[src/hw/tai_pkg.sv]
// Constants, register map and field layout of the temperature alarm block.
// Assumes a 125 MHz MCLK and a 32-bit Avalon-MM slave port with byte addresses.
// Overview of operation
// - At each conversion start, sample the open-diode comparator; a fault sets status bit 2.
// - With the pin in alarm mode, a new open-diode fault pulls the alarm low.
// - Alarm is maskable by configuration; primary trip output has no mask at all.
// - Alarm asserts when a channel is above high limit or at/below low limit.
// - After alert response, alarm releases only once conditions and status are clear.
// - Primary trip goes low when either channel exceeds its own trip limit.
// - Trip releases by itself when temperature falls to limit minus hysteresis.
// - Hysteresis resets to ten degrees and accepts any later written value.
// - Hysteresis is an eight-bit unsigned count, one degree per bit.
// - Shared pin works either as maskable alarm or as second trip output.
// - Second trip goes low above high limits, unmasked, released through hysteresis.
// - Local and remote results each drive both trip outputs against own limits.
// - Signed offset is added to each remote result before storing and comparing.
// - Host services alarm via alert response; an alarming device answers its address.
// - Alarm pin is open drain, only pulls low, for a shared wired line.

package tai_pkg;

    // Register byte offsets
    localparam logic [7:0] OFS_CONFIG = 8'h00;
    localparam logic [7:0] OFS_STATUS = 8'h04;
    localparam logic [7:0] OFS_IRQ_MASK = 8'h08;
    localparam logic [7:0] OFS_HYST = 8'h0C;
    localparam logic [7:0] OFS_OFFSET = 8'h10;
    localparam logic [7:0] OFS_LOC_HIGH = 8'h14;
    localparam logic [7:0] OFS_LOC_LOW = 8'h18;
    localparam logic [7:0] OFS_LOC_TRIP = 8'h1C;
    localparam logic [7:0] OFS_REM_HIGH = 8'h20;
    localparam logic [7:0] OFS_REM_LOW = 8'h24;
    localparam logic [7:0] OFS_REM_TRIP = 8'h28;
    localparam logic [7:0] OFS_LOC_TEMP = 8'h2C;
    localparam logic [7:0] OFS_REM_TEMP = 8'h30;

    // Configuration fields
    localparam int CFG_ALARM_MASK = 0;
    localparam int CFG_PIN_MODE = 1;
    localparam int CFG_PIN_LEVEL = 7;

    // Status / interrupt mask fields
    localparam int ST_LOC_TRIP = 0;
    localparam int ST_REM_TRIP = 1;
    localparam int ST_OPEN = 2;
    localparam int ST_REM_LOW = 3;
    localparam int ST_REM_HIGH = 4;
    localparam int ST_LOC_LOW = 5;
    localparam int ST_LOC_HIGH = 6;
    localparam logic [7:0] ST_ALARM_GROUP = 8'h7C;

    // Reset values
    localparam logic [7:0] RST_CONFIG = 8'h00;
    localparam logic [7:0] RST_HYST = 8'h0A;
    localparam logic [7:0] RST_OFFSET = 8'h00;
    localparam logic [7:0] RST_HIGH = 8'h55;
    localparam logic [7:0] RST_LOW = 8'h00;
    localparam logic [7:0] RST_TRIP = 8'h6C;
    localparam logic [7:0] RST_TEMP = 8'h00;
    localparam logic [7:0] RST_ZERO = 8'h00;

    // Own bus address, value is arbitrary
    localparam logic [6:0] OWN_ADDR = 7'h2A;

endpackage : tai_pkg

[src/hw/tai_trip_hyst.sv]
// One trip comparator with hysteresis for a single channel and limit.
// Assumes upd pulses in the cycle a new result is presented on temp.
`timescale 1ns/1ps

module tai_trip_hyst (
    input wire logic clk,
    input wire logic rst,
    input wire logic upd,
    input wire logic [7:0] temp,
    input wire logic [7:0] limit,
    input wire logic [7:0] hyst,
    output logic active
);

    logic [8:0] diff;
    logic [7:0] floor_val;

    // Release threshold, saturates at zero for large hysteresis
    assign diff = {1'b0, limit} - {1'b0, hyst};
    assign floor_val = diff[8] ? 8'h00 : diff[7:0];

    // Set above limit, clear at or below floor, else hold
    always_ff @(posedge clk) begin
        if (rst) begin
            active <= 1'b0;
        end else if (upd) begin
            if (temp > limit) begin
                active <= 1'b1;
            end else if (temp <= floor_val) begin
                active <= 1'b0;
            end
        end
    end
endmodule : tai_trip_hyst

[src/hw/tai_alarm_top.sv]
// Alarm and trip logic of a two-channel temperature monitor with Avalon-MM registers.
// Assumes conversion results and alert response strobes come from logic on MCLK;
// the open-diode comparator and the shared pin level are asynchronous.
//
// Decided for this implementation: the Avalon-MM interface to the registers and the address map.
`timescale 1ns/1ps

module tai_alarm_top (
    input wire logic MCLK,
    input wire logic SRST,
    input wire logic [7:0] AVS_ADDRESS,
    input wire logic AVS_READ,
    input wire logic AVS_WRITE,
    input wire logic [31:0] AVS_WRITEDATA,
    input wire logic [3:0] AVS_BYTEENABLE,
    output logic [31:0] AVS_READDATA,
    output logic AVS_WAITREQUEST,
    input wire logic CONV_START,
    input wire logic OPEN_COMPARATOR,
    input wire logic LOCAL_VALID,
    input wire logic [7:0] LOCAL_RESULT,
    input wire logic REMOTE_VALID,
    input wire logic [7:0] REMOTE_RESULT,
    input wire logic ARA_READ,
    output logic ARA_RESPOND,
    output logic [7:0] ARA_ADDR_BYTE,
    output logic FAILSAFE_TRIP_N,
    input wire logic SHARED_ALARM_TRIP_PIN_I,
    output logic SHARED_ALARM_TRIP_PIN_O,
    output logic SHARED_ALARM_TRIP_PIN_OE,
    output logic IRQ
);

    // Register state
    logic [7:0] cfg;
    logic [7:0] status;
    logic [7:0] irq_mask;
    logic [7:0] hyst;
    logic [7:0] offset;
    logic [7:0] loc_high;
    logic [7:0] loc_low;
    logic [7:0] loc_trip;
    logic [7:0] rem_high;
    logic [7:0] rem_low;
    logic [7:0] rem_trip;
    logic [7:0] loc_temp;
    logic [7:0] rem_temp;

    // Bus handshake
    logic ack;
    logic wr_go;
    logic wr_lane;

    // Synchronisers
    logic open_meta;
    logic open_sync;
    logic pin_meta;
    logic pin_sync;

    // Conditions and outputs
    logic open_live;
    logic loc_cond;
    logic rem_cond;
    logic alarm_active;
    logic alarm_set;
    logic alarm_clear_ok;
    logic alarm_mode;
    logic alarm_masked;
    logic trip_loc;
    logic trip_rem;
    logic sec_loc;
    logic sec_rem;
    logic [7:0] set_vec;
    logic [7:0] clr_vec;
    logic [7:0] next_status;
    logic [7:0] rd_mux;
    logic [9:0] rem_sum;
    logic [7:0] rem_adj;

    // Configuration decode
    assign alarm_masked = cfg[tai_pkg::CFG_ALARM_MASK];
    assign alarm_mode = ~cfg[tai_pkg::CFG_PIN_MODE];

    // Avalon-MM: one wait cycle, then the answer
    assign AVS_WAITREQUEST = (AVS_READ | AVS_WRITE) & ~ack;
    assign wr_go = AVS_WRITE & ack;
    assign wr_lane = wr_go & AVS_BYTEENABLE[0];

    always_ff @(posedge MCLK) begin
        if (SRST) begin
            ack <= 1'b0;
        end else begin
            ack <= (AVS_READ | AVS_WRITE) & ~ack;
        end
    end

    // Read multiplexer, unmapped addresses read zero
    always_comb begin
        rd_mux = tai_pkg::RST_ZERO;
        unique case (AVS_ADDRESS)
            tai_pkg::OFS_CONFIG: begin
                rd_mux = cfg;
                rd_mux[tai_pkg::CFG_PIN_LEVEL] = pin_sync;
            end
            tai_pkg::OFS_STATUS: rd_mux = status;
            tai_pkg::OFS_IRQ_MASK: rd_mux = irq_mask;
            tai_pkg::OFS_HYST: rd_mux = hyst;
            tai_pkg::OFS_OFFSET: rd_mux = offset;
            tai_pkg::OFS_LOC_HIGH: rd_mux = loc_high;
            tai_pkg::OFS_LOC_LOW: rd_mux = loc_low;
            tai_pkg::OFS_LOC_TRIP: rd_mux = loc_trip;
            tai_pkg::OFS_REM_HIGH: rd_mux = rem_high;
            tai_pkg::OFS_REM_LOW: rd_mux = rem_low;
            tai_pkg::OFS_REM_TRIP: rd_mux = rem_trip;
            tai_pkg::OFS_LOC_TEMP: rd_mux = loc_temp;
            tai_pkg::OFS_REM_TEMP: rd_mux = rem_temp;
            default: rd_mux = tai_pkg::RST_ZERO;
        endcase
    end

    // Read data captured while waitrequest is high
    always_ff @(posedge MCLK) begin
        if (SRST) begin
            AVS_READDATA <= 32'h0000_0000;
        end else if (AVS_READ && !ack) begin
            AVS_READDATA <= {24'h00_0000, rd_mux};
        end
    end

    // Writable control registers
    always_ff @(posedge MCLK) begin
        if (SRST) begin
            cfg <= tai_pkg::RST_CONFIG;
            irq_mask <= tai_pkg::RST_ZERO;
            hyst <= tai_pkg::RST_HYST;
            offset <= tai_pkg::RST_OFFSET;
        end else if (wr_lane) begin
            unique case (AVS_ADDRESS)
                tai_pkg::OFS_CONFIG: cfg <= {6'h00, AVS_WRITEDATA[1:0]};
                tai_pkg::OFS_IRQ_MASK: irq_mask <= AVS_WRITEDATA[7:0];
                tai_pkg::OFS_HYST: hyst <= AVS_WRITEDATA[7:0];
                tai_pkg::OFS_OFFSET: offset <= AVS_WRITEDATA[7:0];
                default: ;
            endcase
        end
    end

    // Limit registers
    always_ff @(posedge MCLK) begin
        if (SRST) begin
            loc_high <= tai_pkg::RST_HIGH;
            loc_low <= tai_pkg::RST_LOW;
            loc_trip <= tai_pkg::RST_TRIP;
            rem_high <= tai_pkg::RST_HIGH;
            rem_low <= tai_pkg::RST_LOW;
            rem_trip <= tai_pkg::RST_TRIP;
        end else if (wr_lane) begin
            unique case (AVS_ADDRESS)
                tai_pkg::OFS_LOC_HIGH: loc_high <= AVS_WRITEDATA[7:0];
                tai_pkg::OFS_LOC_LOW: loc_low <= AVS_WRITEDATA[7:0];
                tai_pkg::OFS_LOC_TRIP: loc_trip <= AVS_WRITEDATA[7:0];
                tai_pkg::OFS_REM_HIGH: rem_high <= AVS_WRITEDATA[7:0];
                tai_pkg::OFS_REM_LOW: rem_low <= AVS_WRITEDATA[7:0];
                tai_pkg::OFS_REM_TRIP: rem_trip <= AVS_WRITEDATA[7:0];
                default: ;
            endcase
        end
    end

    // Two-flop synchronisers for asynchronous inputs
    always_ff @(posedge MCLK) begin
        if (SRST) begin
            open_meta <= 1'b0;
            open_sync <= 1'b0;
            pin_meta <= 1'b1;
            pin_sync <= 1'b1;
        end else begin
            open_meta <= OPEN_COMPARATOR;
            open_sync <= open_meta;
            pin_meta <= SHARED_ALARM_TRIP_PIN_I;
            pin_sync <= pin_meta;
        end
    end

    // Remote result plus signed offset, clamped to the 8-bit range
    assign rem_sum = {2'b00, REMOTE_RESULT} + {{2{offset[7]}}, offset};
    assign rem_adj = rem_sum[9] ? 8'h00 : (rem_sum[8] ? 8'hFF : rem_sum[7:0]);

    // Stored conversion results
    always_ff @(posedge MCLK) begin
        if (SRST) begin
            loc_temp <= tai_pkg::RST_TEMP;
            rem_temp <= tai_pkg::RST_TEMP;
        end else begin
            if (LOCAL_VALID) begin
                loc_temp <= LOCAL_RESULT;
            end
            if (REMOTE_VALID) begin
                rem_temp <= rem_adj;
            end
        end
    end

    // Event vector, evaluated on the result being stored
    always_comb begin
        set_vec = tai_pkg::RST_ZERO;
        set_vec[tai_pkg::ST_LOC_TRIP] = LOCAL_VALID && (LOCAL_RESULT > loc_trip);
        set_vec[tai_pkg::ST_REM_TRIP] = REMOTE_VALID && (rem_adj > rem_trip);
        set_vec[tai_pkg::ST_OPEN] = CONV_START && open_sync;
        set_vec[tai_pkg::ST_LOC_HIGH] = LOCAL_VALID && (LOCAL_RESULT > loc_high);
        set_vec[tai_pkg::ST_LOC_LOW] = LOCAL_VALID && (LOCAL_RESULT <= loc_low);
        set_vec[tai_pkg::ST_REM_HIGH] = REMOTE_VALID && (rem_adj > rem_high);
        set_vec[tai_pkg::ST_REM_LOW] = REMOTE_VALID && (rem_adj <= rem_low);
    end

    // Write-one-to-clear, a new event wins over the clear
    assign clr_vec = (wr_lane && AVS_ADDRESS == tai_pkg::OFS_STATUS) ? AVS_WRITEDATA[7:0] : 8'h00;
    assign next_status = (status & ~clr_vec) | set_vec;

    always_ff @(posedge MCLK) begin
        if (SRST) begin
            status <= tai_pkg::RST_ZERO;
        end else begin
            status <= next_status;
        end
    end

    // Level interrupt from unmasked sticky bits
    assign IRQ = |(status & irq_mask);

    // Live conditions per channel, held until the next result
    always_ff @(posedge MCLK) begin
        if (SRST) begin
            open_live <= 1'b0;
            loc_cond <= 1'b0;
            rem_cond <= 1'b0;
        end else begin
            if (CONV_START) begin
                open_live <= open_sync;
            end
            if (LOCAL_VALID) begin
                loc_cond <= set_vec[tai_pkg::ST_LOC_HIGH] | set_vec[tai_pkg::ST_LOC_LOW];
            end
            if (REMOTE_VALID) begin
                rem_cond <= set_vec[tai_pkg::ST_REM_HIGH] | set_vec[tai_pkg::ST_REM_LOW];
            end
        end
    end

    // Alarm latch: set by unmasked alarm events, cleared by a served alert response
    assign alarm_set = |(set_vec & tai_pkg::ST_ALARM_GROUP) && alarm_mode && !alarm_masked;
    assign alarm_clear_ok = !open_live && !loc_cond && !rem_cond
        && ((status & tai_pkg::ST_ALARM_GROUP) == 8'h00);

    always_ff @(posedge MCLK) begin
        if (SRST) begin
            alarm_active <= 1'b0;
        end else if (alarm_set) begin
            alarm_active <= 1'b1;
        end else if (ARA_READ && alarm_clear_ok) begin
            alarm_active <= 1'b0;
        end
    end

    // Alert response answer: asserted device gives its address with LSB set
    assign ARA_RESPOND = alarm_active && alarm_mode;
    assign ARA_ADDR_BYTE = {tai_pkg::OWN_ADDR, 1'b1};

    // Trip comparators, each channel against its own limits
    tai_trip_hyst u_trip_loc (
        .clk(MCLK),
        .rst(SRST),
        .upd(LOCAL_VALID),
        .temp(LOCAL_RESULT),
        .limit(loc_trip),
        .hyst(hyst),
        .active(trip_loc)
    );

    tai_trip_hyst u_trip_rem (
        .clk(MCLK),
        .rst(SRST),
        .upd(REMOTE_VALID),
        .temp(rem_adj),
        .limit(rem_trip),
        .hyst(hyst),
        .active(trip_rem)
    );

    tai_trip_hyst u_sec_loc (
        .clk(MCLK),
        .rst(SRST),
        .upd(LOCAL_VALID),
        .temp(LOCAL_RESULT),
        .limit(loc_high),
        .hyst(hyst),
        .active(sec_loc)
    );

    tai_trip_hyst u_sec_rem (
        .clk(MCLK),
        .rst(SRST),
        .upd(REMOTE_VALID),
        .temp(rem_adj),
        .limit(rem_high),
        .hyst(hyst),
        .active(sec_rem)
    );

    // Registered pin drivers; shared pin only ever pulls low
    always_ff @(posedge MCLK) begin
        if (SRST) begin
            FAILSAFE_TRIP_N <= 1'b1;
            SHARED_ALARM_TRIP_PIN_OE <= 1'b0;
        end else begin
            FAILSAFE_TRIP_N <= ~(trip_loc | trip_rem);
            SHARED_ALARM_TRIP_PIN_OE <= alarm_mode ? alarm_active : (sec_loc | sec_rem);
        end
    end
    assign SHARED_ALARM_TRIP_PIN_O = 1'b0;
endmodule : tai_alarm_top

[config.mk]
export PLATFORM = sky130hd
export DESIGN_NAME = tai_alarm_top
export DESIGN_NICKNAME = d
export VERILOG_FILES = /design/src/hw/tai_pkg.sv /design/src/hw/tai_trip_hyst.sv /design/src/hw/tai_alarm_top.sv
export SDC_FILE = /design/constraint.sdc
export NUM_CORES = 1
export LEC_CHECK = 0
export BUFFER_PORTS_ARGS = -buffer_cell sky130_fd_sc_hd__buf_2
export CORE_ASPECT_RATIO = 0.6
export CORE_MARGIN = 1
export CORE_UTILIZATION = 31
export DETAILED_ROUTE_END_ITERATION = 10
export MAX_ROUTING_LAYER = met4
export REMOVE_ABC_BUFFERS = 1
export SLEW_MARGIN = 25
export SYNTH_ARGS = -nofsm -noshare
export SYNTH_HDL_FRONTEND = slang
export SYNTH_SLANG_ARGS = --single-unit
[constraint.sdc]
create_clock -name MCLK -period 3.97 [get_ports MCLK]
set_input_delay 0.397 -clock MCLK [delete_from_list [all_inputs] [get_ports MCLK]]
set_output_delay 0.397 -clock MCLK [all_outputs]
set_load 0.05 [all_outputs]
Word level (Yosys, flattened, before mapping)
Cells that the tools add are included.

Register bits: 121. Input port bits: 70. Output and inout bits: 46. Word-level logic and storage cells: 134.

Add/sub/neg operators: 5. $lt $le $gt $ge: 10. Equal/unequal tests: 12. Mux-type cells: 19. Bitwise gates (word level): 15. Reduce and logical (&&, ||, !) cells: 44.

Operators with widths (count): one-hot mux 8 bit (13 select lines) (1); two-way mux 8 bit (7); less-or-equal comparator 8 bit (6); == test 8 x 6 -> 1 bit (second input constant) (5); subtractor 8 x 8 -> 9 bit (4); == test 8 x 5 -> 1 bit (second input constant) (4); greater-than comparator 8 bit (4); AND reduction 2 bit (14); AND 8 bit (2); == test 8 x 4 -> 1 bit (second input constant) (2); logical AND 1 bit (16); zero test 8 bit (2); two-way mux 1 bit (11); adder 9 x 8 -> 10 bit (1); nonzero test 2 bit (5); == test 8 x 3 -> 1 bit (second input constant) (1); NOT 8 bit (1); OR 8 x 7 -> 8 bit (1); OR reduction 8 bit (1); zero test 1 bit (5); OR 1 bit (5); OR reduction 5 bit (1); AND 1 bit (3); NOT 1 bit (3).

Longest topological paths before layout
Gate-level depths: netlist of run 1.

Depth after elaboration: 9. Mapped depth: 22. Mapped depth without buffers: 21.

Modules after synthesis
From an unflattened synthesis of run 1, not the netlist that was laid out.

Cell total of the unflattened synthesis: 1302. Area total of the unflattened synthesis: 9914.5 um2.

By module, submodules not included: tai_alarm_top (instances 1, cells each 864, area each 6741.5 um2, sequential area each 2342.2 um2); tai_trip_hyst (u_sec_loc ...) (instances 2, cells each 111, area each 795.8 um2, sequential area each 20.0 um2); tai_trip_hyst (u_trip_loc) (instances 1, cells each 108, area each 792.0 um2, sequential area each 20.0 um2); tai_trip_hyst (u_trip_rem) (instances 1, cells each 108, area each 789.5 um2, sequential area each 20.0 um2).

Worst setup path after synthesis of run 1
Ideal clock, no wire load.

Path kind: input -> register. Start point: input port REMOTE_RESULT[0]. End point: register u_trip_rem.active. Setup time: 0.123 ns. Data arrival time: 3.446 ns. Data required time: 3.847 ns. Path slack: 0.401 ns. Cell stages on the path: 17. Path buffers: 0. Path through: ha_1 -> fa_1 -> a21o_1 -> o21ai_1 -> nand3_1 -> o21ai_0 -> xnor2_1 -> o21a_1 -> ha_1 -> nor2b_1 -> o21ai_0 -> a21boi_0 -> o211ai_1 -> a21boi_0 -> o311ai_0 -> a211o_1 -> o21ai_0.

Word-level cells in the longest chain between the ends: 6. Elaborated cells between the ends (all ways): 8. Those cells by class: add/sub: 1; order compare: 2; mux: 3; reduce/logical: 2.

RTL lines: from (decl) (line tai_alarm_top.sv:23) `input wire logic [7:0] REMOTE_RESULT,`; adder 9 x 8 -> 10 bit (*) (line tai_alarm_top.sv:186) `assign rem_sum = {2'b00, REMOTE_RESULT} + {{2{offset[7]}}, offset};`; two-way mux 8 bit (line tai_alarm_top.sv:187) `assign rem_adj = rem_sum[9] ? 8'h00 : (rem_sum[8] ? 8'hFF : rem_sum[7:0]);`; two-way mux 8 bit (*) (line tai_alarm_top.sv:187); via rem_adj[1] (line tai_alarm_top.sv:78) `logic [7:0] rem_adj;`; greater-than comparator 8 bit / less-or-equal comparator 8 bit (equally long branches) (line tai_trip_hyst.sv:27, tai_trip_hyst.sv:29); nonzero test 2 bit (no line); AND reduction 2 bit (no line); to (signal assigned) (line tai_trip_hyst.sv:25) `active <= 1'b0;`; to (signal assigned) (line tai_trip_hyst.sv:28) `active <= 1'b1;`; to (signal assigned) (line tai_trip_hyst.sv:30) `active <= 1'b0;`; to (decl) (line tai_trip_hyst.sv:12) `output logic active`.

Mark *: on every way through the listed nets, which the timed path passes. The rest lies on a longest branch. A chain may end at the register's enable or synchronous reset.

Worst setup path after layout of run 1
Start point: register hyst[1]. End point: register u_sec_rem.active.

Word-level cells in the longest chain between the ends: 5.

RTL lines: from (decl) (line tai_alarm_top.sv:38) `logic [7:0] hyst;`; from (signal assigned) (line tai_alarm_top.sv:135) `hyst <= tai_pkg::RST_HYST;`; from (signal assigned) (line tai_alarm_top.sv:141) `tai_pkg::OFS_HYST: hyst <= AVS_WRITEDATA[7:0];`; subtractor 8 x 8 -> 9 bit (line tai_trip_hyst.sv:19) `assign diff = {1'b0, limit} - {1'b0, hyst};`; two-way mux 8 bit (line tai_trip_hyst.sv:20) `assign floor_val = diff[8] ? 8'h00 : diff[7:0];`; less-or-equal comparator 8 bit (line tai_trip_hyst.sv:29) `end else if (temp <= floor_val) begin`; nonzero test 2 bit (no line); AND reduction 2 bit (no line); to (signal assigned) (line tai_trip_hyst.sv:25); to (signal assigned) (line tai_trip_hyst.sv:28); to (signal assigned) (line tai_trip_hyst.sv:30); to (decl) (line tai_trip_hyst.sv:12).

No other way between the ends.

==> results of run 1 <==
## final timing paths
kind	start	depth (start not counted)	end	slack (ns)
worst max-delay path	hyst[1]	16	u_sec_rem.active	0.23
worst min register to register	pin_meta	1	pin_sync	0.41
worst max register to register	hyst[1]	16	u_sec_rem.active	0.23
worst min-delay path	SHARED_ALARM_TRIP_PIN_I	2	pin_meta	0.14
## sequential cells by signal (all words and copies together) (netlist names), 8 cells and up
name / count
AVS_READDATA: 8
hyst: 8
irq_mask: 8
loc_high: 8
loc_low: 8
loc_temp: 8
loc_trip: 8
offset: 8
rem_high: 8
rem_low: 8
rem_temp: 8
rem_trip: 8
status: 8
## cell families after synthesis
| kind of cell | Yosys count | share of synthesized area |
|---|---|---|
| simple gates | 395 | 0.202 |
| compound gates | 315 | 0.234 |
| buf+inv | 160 | 0.0820 |
| fa+ha+maj | 122 | 0.175 |
| flops | 121 | 0.271 |
| xor+xnor | 20 | 0.0196 |
| mux | 14 | 0.0157 |
| other cells | 2 | 0.000840 |
## Yosys cell counts (6+ instances only)
master,number,area share
nand2_1,176,0.074
dfxtp_1,121,0.27
ha_1,116,0.16
a21oi_1,108,0.060
inv_1,80,0.034
nor2_1,80,0.034
nand3_1,44,0.025
o21ai_0,43,0.024
clkbuf_1,37,0.016
buf_4,33,0.028
nor2b_1,24,0.017
a21o_1,22,0.018
a221oi_1,22,0.022
o211ai_1,21,0.018
a22o_1,18,0.018
nand4_1,17,0.012
mux2i_1,14,0.016
nand2b_1,13,0.0091
xnor2_1,13,0.013
o21a_1,11,0.0092
a21boi_0,10,0.0084
a22oi_1,10,0.0084
a31o_2,7,0.0069
buf_2,7,0.0039
xor2_1,7,0.0069
a211oi_1,6,0.0050
a31oi_1,6,0.0042
and2_1,6,0.0042
nor3_1,6,0.0034
## per-layer routing
layer	wire (um)	vias up	global-route usage	share of wire
li1	-	4164	-	-
met1	15800	4110	0.331	0.50
met2	11300	412	0.260	0.36
met3	4050	27	0.0847	0.13
met4	261	0	0.0439	0.0083
met5	0	-	-	0
## final cells by class
type | instances | area [sq um]
Multi-Input combinational cell | 899 | 5950
Clock inverter | 13 | 165
Tap cell | 367 | 459
Clock buffer | 19 | 453
Sequential cell | 121 | 2430
Antenna cell | 1 | 2.50
Timing Repair Buffer | 96 | 602
Fill cell | 2893 | 17600
Inverter | 80 | 304
## repair_timing
| action | CTS | global route |
|---|---|---|
| hold buffers | 0 | 0 |
| buffers inserted | 0 | 7 |
| endpoints found under the setup margin | 2 | 9 |
| pin swaps | 0 | 4 |
| resized for setup | 1 | 25 |
## power by group through the flow
stage          clock (uW)  sequential, uW  combinational, uW
2_1_floorplan           0            1280                221
3_3_place_gp            0            1290                369
3_5_place_dp            0            1290                373
4_1_cts              1670            1260                374
5_1_grt              1720            1260                414
6_report             1650            1260                384
## worst max-delay path: stages (launching register included)
cell and delay [ns]:
dfxtp_2 0.36, clkinvlp_4 0.16, buf_4 0.18, fa_1 0.46, a21o_1 0.21, a211oi_2 0.25, nor2_1 0.10, o41a_4 0.38
nand2_1 0.08, ha_1 0.23, a21o_1 0.19, a21o_1 0.17, a21oi_1 0.17, nor2b_2 0.18, nor3b_1 0.06, o311ai_1 0.32
a31oi_1 0.12
## metrics by stage
step | total power, uW | setup TNS (ns)
after detailed placement | 1660 | -0.351
final | 3290 | 0
after global placement | 1660 | 0
after floorplan | 1500 | 0
after CTS | 3300 | 0
after global routing | 3400 | 0
## placed cells by master (no fill, tap or decap), types with 7 or more instances in the layout
cell         n
xnor2_1     12
o211ai_1    21
nand2_1    176
a31o_2       7
inv_1       79
a221oi_1    22
a21o_1      22
a22oi_1     10
nand4_1     17
nand3_1     44
nor2b_1     23
buf_4       40
a21boi_0     8
a21oi_1    105
clkbuf_16   17
conb_1      33
buf_2       54
dfxtp_1    118
a22o_1      18
xor2_1       7
nor2_1      80
ha_1       116
mux2i_1     14
o21a_1       7
nand2b_1    13
o21ai_0     40
==> results.cfg, run 1 <==
[grt]
grt_overflow_total = 0
grt_max_degree = 99
grt_pass1_wl_mm = 46.7
antenna_found_initial = 0
grt_pass1_vias = 7690
grt_usage = 0.219

[placed_design]
dp_slack_ns = -0.0797
hpwl_mm = 24.4
place_congestion = 0.998
dpl.cell_count = 1556
io_buffers = 55
placed_area_sq_um = 9610

[floorplanning]
die_y_um = 134
design.core.area_sq_um = 27900
num_rows = 47
ios = 116
start_util = 0.320
die-area_sq_um = 29500
die_w_um = 221

[finish]
final_cell_count_no_fill = 1596
drive_gt1_frac = 0.137
fin_util = 0.371
stdcell_area_sq_um = 10400
nNetsFinal = 1406
area_growth_pct = 16.0

[clocking]
path_clk_slew_ns = 0.06
cts_root_buffer = clkbuf_16
cts_sinks = 121
clkLatencyLatePin_ns = 0.44
cts_tree = done
cts_buffers = 17
cts_buffer_depth = 2
htree_levels = 4

[logic_synthesis]
synth.avg_cell_area_sq_um = 7.78
ys_seq_area_frac = 0.271
synth_edf_count = 0
syn_inst = 1149
netlist_area_sq_um = 8940
yosysUniqueCellTypes = 69
yosysWarnings = 0
synthFlopType = dfxtp_1
synthArstFlopShare = 0
synth.ff_latch_count = 121

[pwr]
netSwitchingFraction = 0.279
vdd_ir_drop_max_mv = 0.241
p_int_uw = 2380
switchingPower_uw = 917
powerDensity_nw_per_um2 = 318
p_leak_uw = 0.00441
seq_power_share = 0.383
p_comb_frac = 0.117
clkPwrFrac = 0.501

[timing]
setup_viol = 0
whs_ns = 0.143
post-route-period-util = 0.942
final-hold-violation-count = 0
grt_setup_unrepaired = no
relSlewSlack = 0.361
finalCriticalPeriod_ns = 3.74
finalClockSkew_ns = 0.0123
worst_pin_slew_ns = 0.959
fmax_mhz = 267
setup_slack_ns = 0.229
drv_slew = 0

[drt]
avgRoutedWirePerCell_um = 19.6
wl_mm = 31.4
drc_errors = 0
postRouteAntennaNets = 0
drt-vias-per-instance = 5.46
drt_iter0_markers = 875
num_vias = 8713
drt_pass1_iterations = 7

[hold_path]
hold_class = in -> reg

[setup_path]
cp_max_fo = 5
endpoint_kind = flop
cp_data_arrival_time_ns = 4.03
critical_path_class = reg -> reg
start_kind = flop
cp.required_ns = 4.26

[run]
drv_cap = 0

[status]
outcome = finished clean
Note: power is estimated with default switching activity, not from simulation.
==> run 2: changes to the inputs <==
==> constraint.sdc (replaced) <==
create_clock -name MCLK -period 3.97 [get_ports MCLK]
set_input_delay 0.1985 -clock MCLK [delete_from_list [all_inputs] [get_ports MCLK]]
set_output_delay 0.1985 -clock MCLK [all_outputs]
set_load 0.05 [all_outputs]
==> results.cfg, run 2 (same netlist as run 1, synthesis figures left out) <==
[pwr]
p_leak_uw = 0.00436
powerDensity_nw_per_um2 = 331
vdd_ir_drop_max_mv = 0.244

[clocking]
cts_buffers = 17
clkLatencyLatePin_ns = 0.43
cts_tree = done
cts_root_buffer = clkbuf_16
path_clk_slew_ns = 0.06
cts_buffer_depth = 2
cts_sinks = 121
htree_levels = 4

[floorplanning]
design.core.area_sq_um = 27900
start_util = 0.320
num_rows = 47
die-area_sq_um = 29500
ios = 116
die_w_um = 221
die_y_um = 134

[setup_path]
start_kind = flop
regToRegEndpoint = u_trip_loc.active
worstReg2RegStart = hyst[1]
r2r_slack_ns = 0.22
reg2reg_depth = 19
crit_path_start = hyst[1]
slowest_stage = fa_1
crit_buf_inv = 2
crit_cells = 19
cp_max_fo = 8
crit_end = u_trip_loc.active
cp_top_family = compound AO/OA/AOI/OAI gates
critPathMaxStageDelay_ns = 0.46
endpoint_kind = flop
critical_path_class = reg -> reg
crit_chain = clkinvlp_4, buf_4, fa_1, a21o_1, a21oi_2, o21ai_0, a21oi_1, nor2b_1, o21ai_0, nand2b_1, nand2_1, ha_1, a21o_1, a21o_1, a21oi_1, o21ai_0, o21a_1, o21ai_0, a21oi_1
cp_data_arrival_time_ns = 4.03
crit_top_cell = o21ai_0
cp.required_ns = 4.25

[drt]
drt-vias-per-instance = 5.43
drt_iter0_markers = 1084
postRouteAntennaNets = 0
drt_pass1_iterations = 6
drc_errors = 0
avgRoutedWirePerCell_um = 19.6
wl_mm = 31.1
num_vias = 8620

[finish]
layout_common_cells = 176 x nand2_1, 118 x dfxtp_1, 116 x ha_1
nNetsFinal = 1398
drive_gt1_frac = 0.126
fin_util = 0.370
area_growth_pct = 15.5
layout_commonest_cell = nand2_1
stdcell_area_sq_um = 10300

[placed_design]
hpwl_mm = 24.1
io_buffers = 55
placed_area_sq_um = 9540
place_congestion = 0.934

[grt]
antenna_found_initial = 1
grt_pass1_wl_mm = 46.5
grt_max_degree = 99
grt_pass1_vias = 7761
grt_usage = 0.215
grt_overflow_total = 0

[timing]
relSlewSlack = 0.307
fmax_mhz = 267
finalCriticalPeriod_ns = 3.75
drv_slew = 0
setup_viol = 0
finalClockSkew_ns = 0.00749
post-route-period-util = 0.944
final-hold-violation-count = 0
worst_pin_slew_ns = 1.04

[status]
outcome = finished clean

[run]
drv_cap = 0

[hold_path]
hold_class = in -> reg
==> run 2: cell count changes in the layout (fill, tap and decap cells not counted), sizes merged <==
cell	change
buf	-10
bufinv	+2
clkinv	-5
clkinvlp	+4
dlygate4sd3	+2
inv	-1
==> run 2: worst min-delay path, cell delays in order <==
cell and delay, ns:
buf_2 0.09, mux2i_1 0.06, nor2_1 0.07
==> run 2: report_power, final <==
| group | internal (uW) | switching [uW] |
|---|---|---|
| combinational | 111 | 274 |
| clock | 1150 | 620 |
| sequential | 1240 | 20.7 |
| total | 2500 | 915 |
==> run 2: worst min path at each step <==
stage                                  from               to  slack (ns)  cells past startpoint
floorplan                              SRST  AVS_READDATA[0]        0.27                      1
global placement    SHARED_ALARM_TRIP_PIN_I         pin_meta        0.38                      2
detailed placement  SHARED_ALARM_TRIP_PIN_I         pin_meta        0.38                      2
CTS                         LOCAL_RESULT[0]      loc_temp[0]        0.02                      3
global route                     CONV_START        open_live        0.04                      3
finish                      LOCAL_RESULT[0]      loc_temp[0]        0.02                      3
==> run 2: timing repair <==
item                                    in CTS  in global routing
setup buffers                                0                  6
hold endpoints to repair                     2                  0
endpoints found under the setup margin       0                  9
hold buffers                                 2                  0
resized for setup                            0                 20
==> run 2: metal layers <==
layer / track usage / share of wire / vias to the layer above
met3: 0.0765 / 0.13 / 30
met1: 0.326 / 0.50 / 4067
li1: - / - / 4141
met4: 0.0299 / 0.0073 / 0
met2: 0.266 / 0.37 / 382
met5: - / 0 / -
==> run 2: cell type report <==
class / count / area (sq um)
diodes: 1 / 2.50
clock buffers: 19 / 453
clock inverters: 13 / 216
fillers: 2926 / 17600
inverters: 80 / 304
multi-input cells: 899 / 5930
flip-flops and latches: 121 / 2430
well taps: 367 / 459
repair buffers: 88 / 534
==> run 2: through the flow <==
stage,hold slack [ns],setup WS (ns),total power (uW),std cells,TNS [ns]
5_1_grt,0.0422,-0.00112,3520,1588,-0.00112
2_1_floorplan,0.268,0.468,1500,1100,0
6_report,0.0222,0.222,3420,1588,0
3_5_place_dp,0.384,0.102,1660,1547,0
3_3_place_gp,0.385,0.179,1650,1547,0
4_1_cts,0.0176,0.0837,3430,1581,0
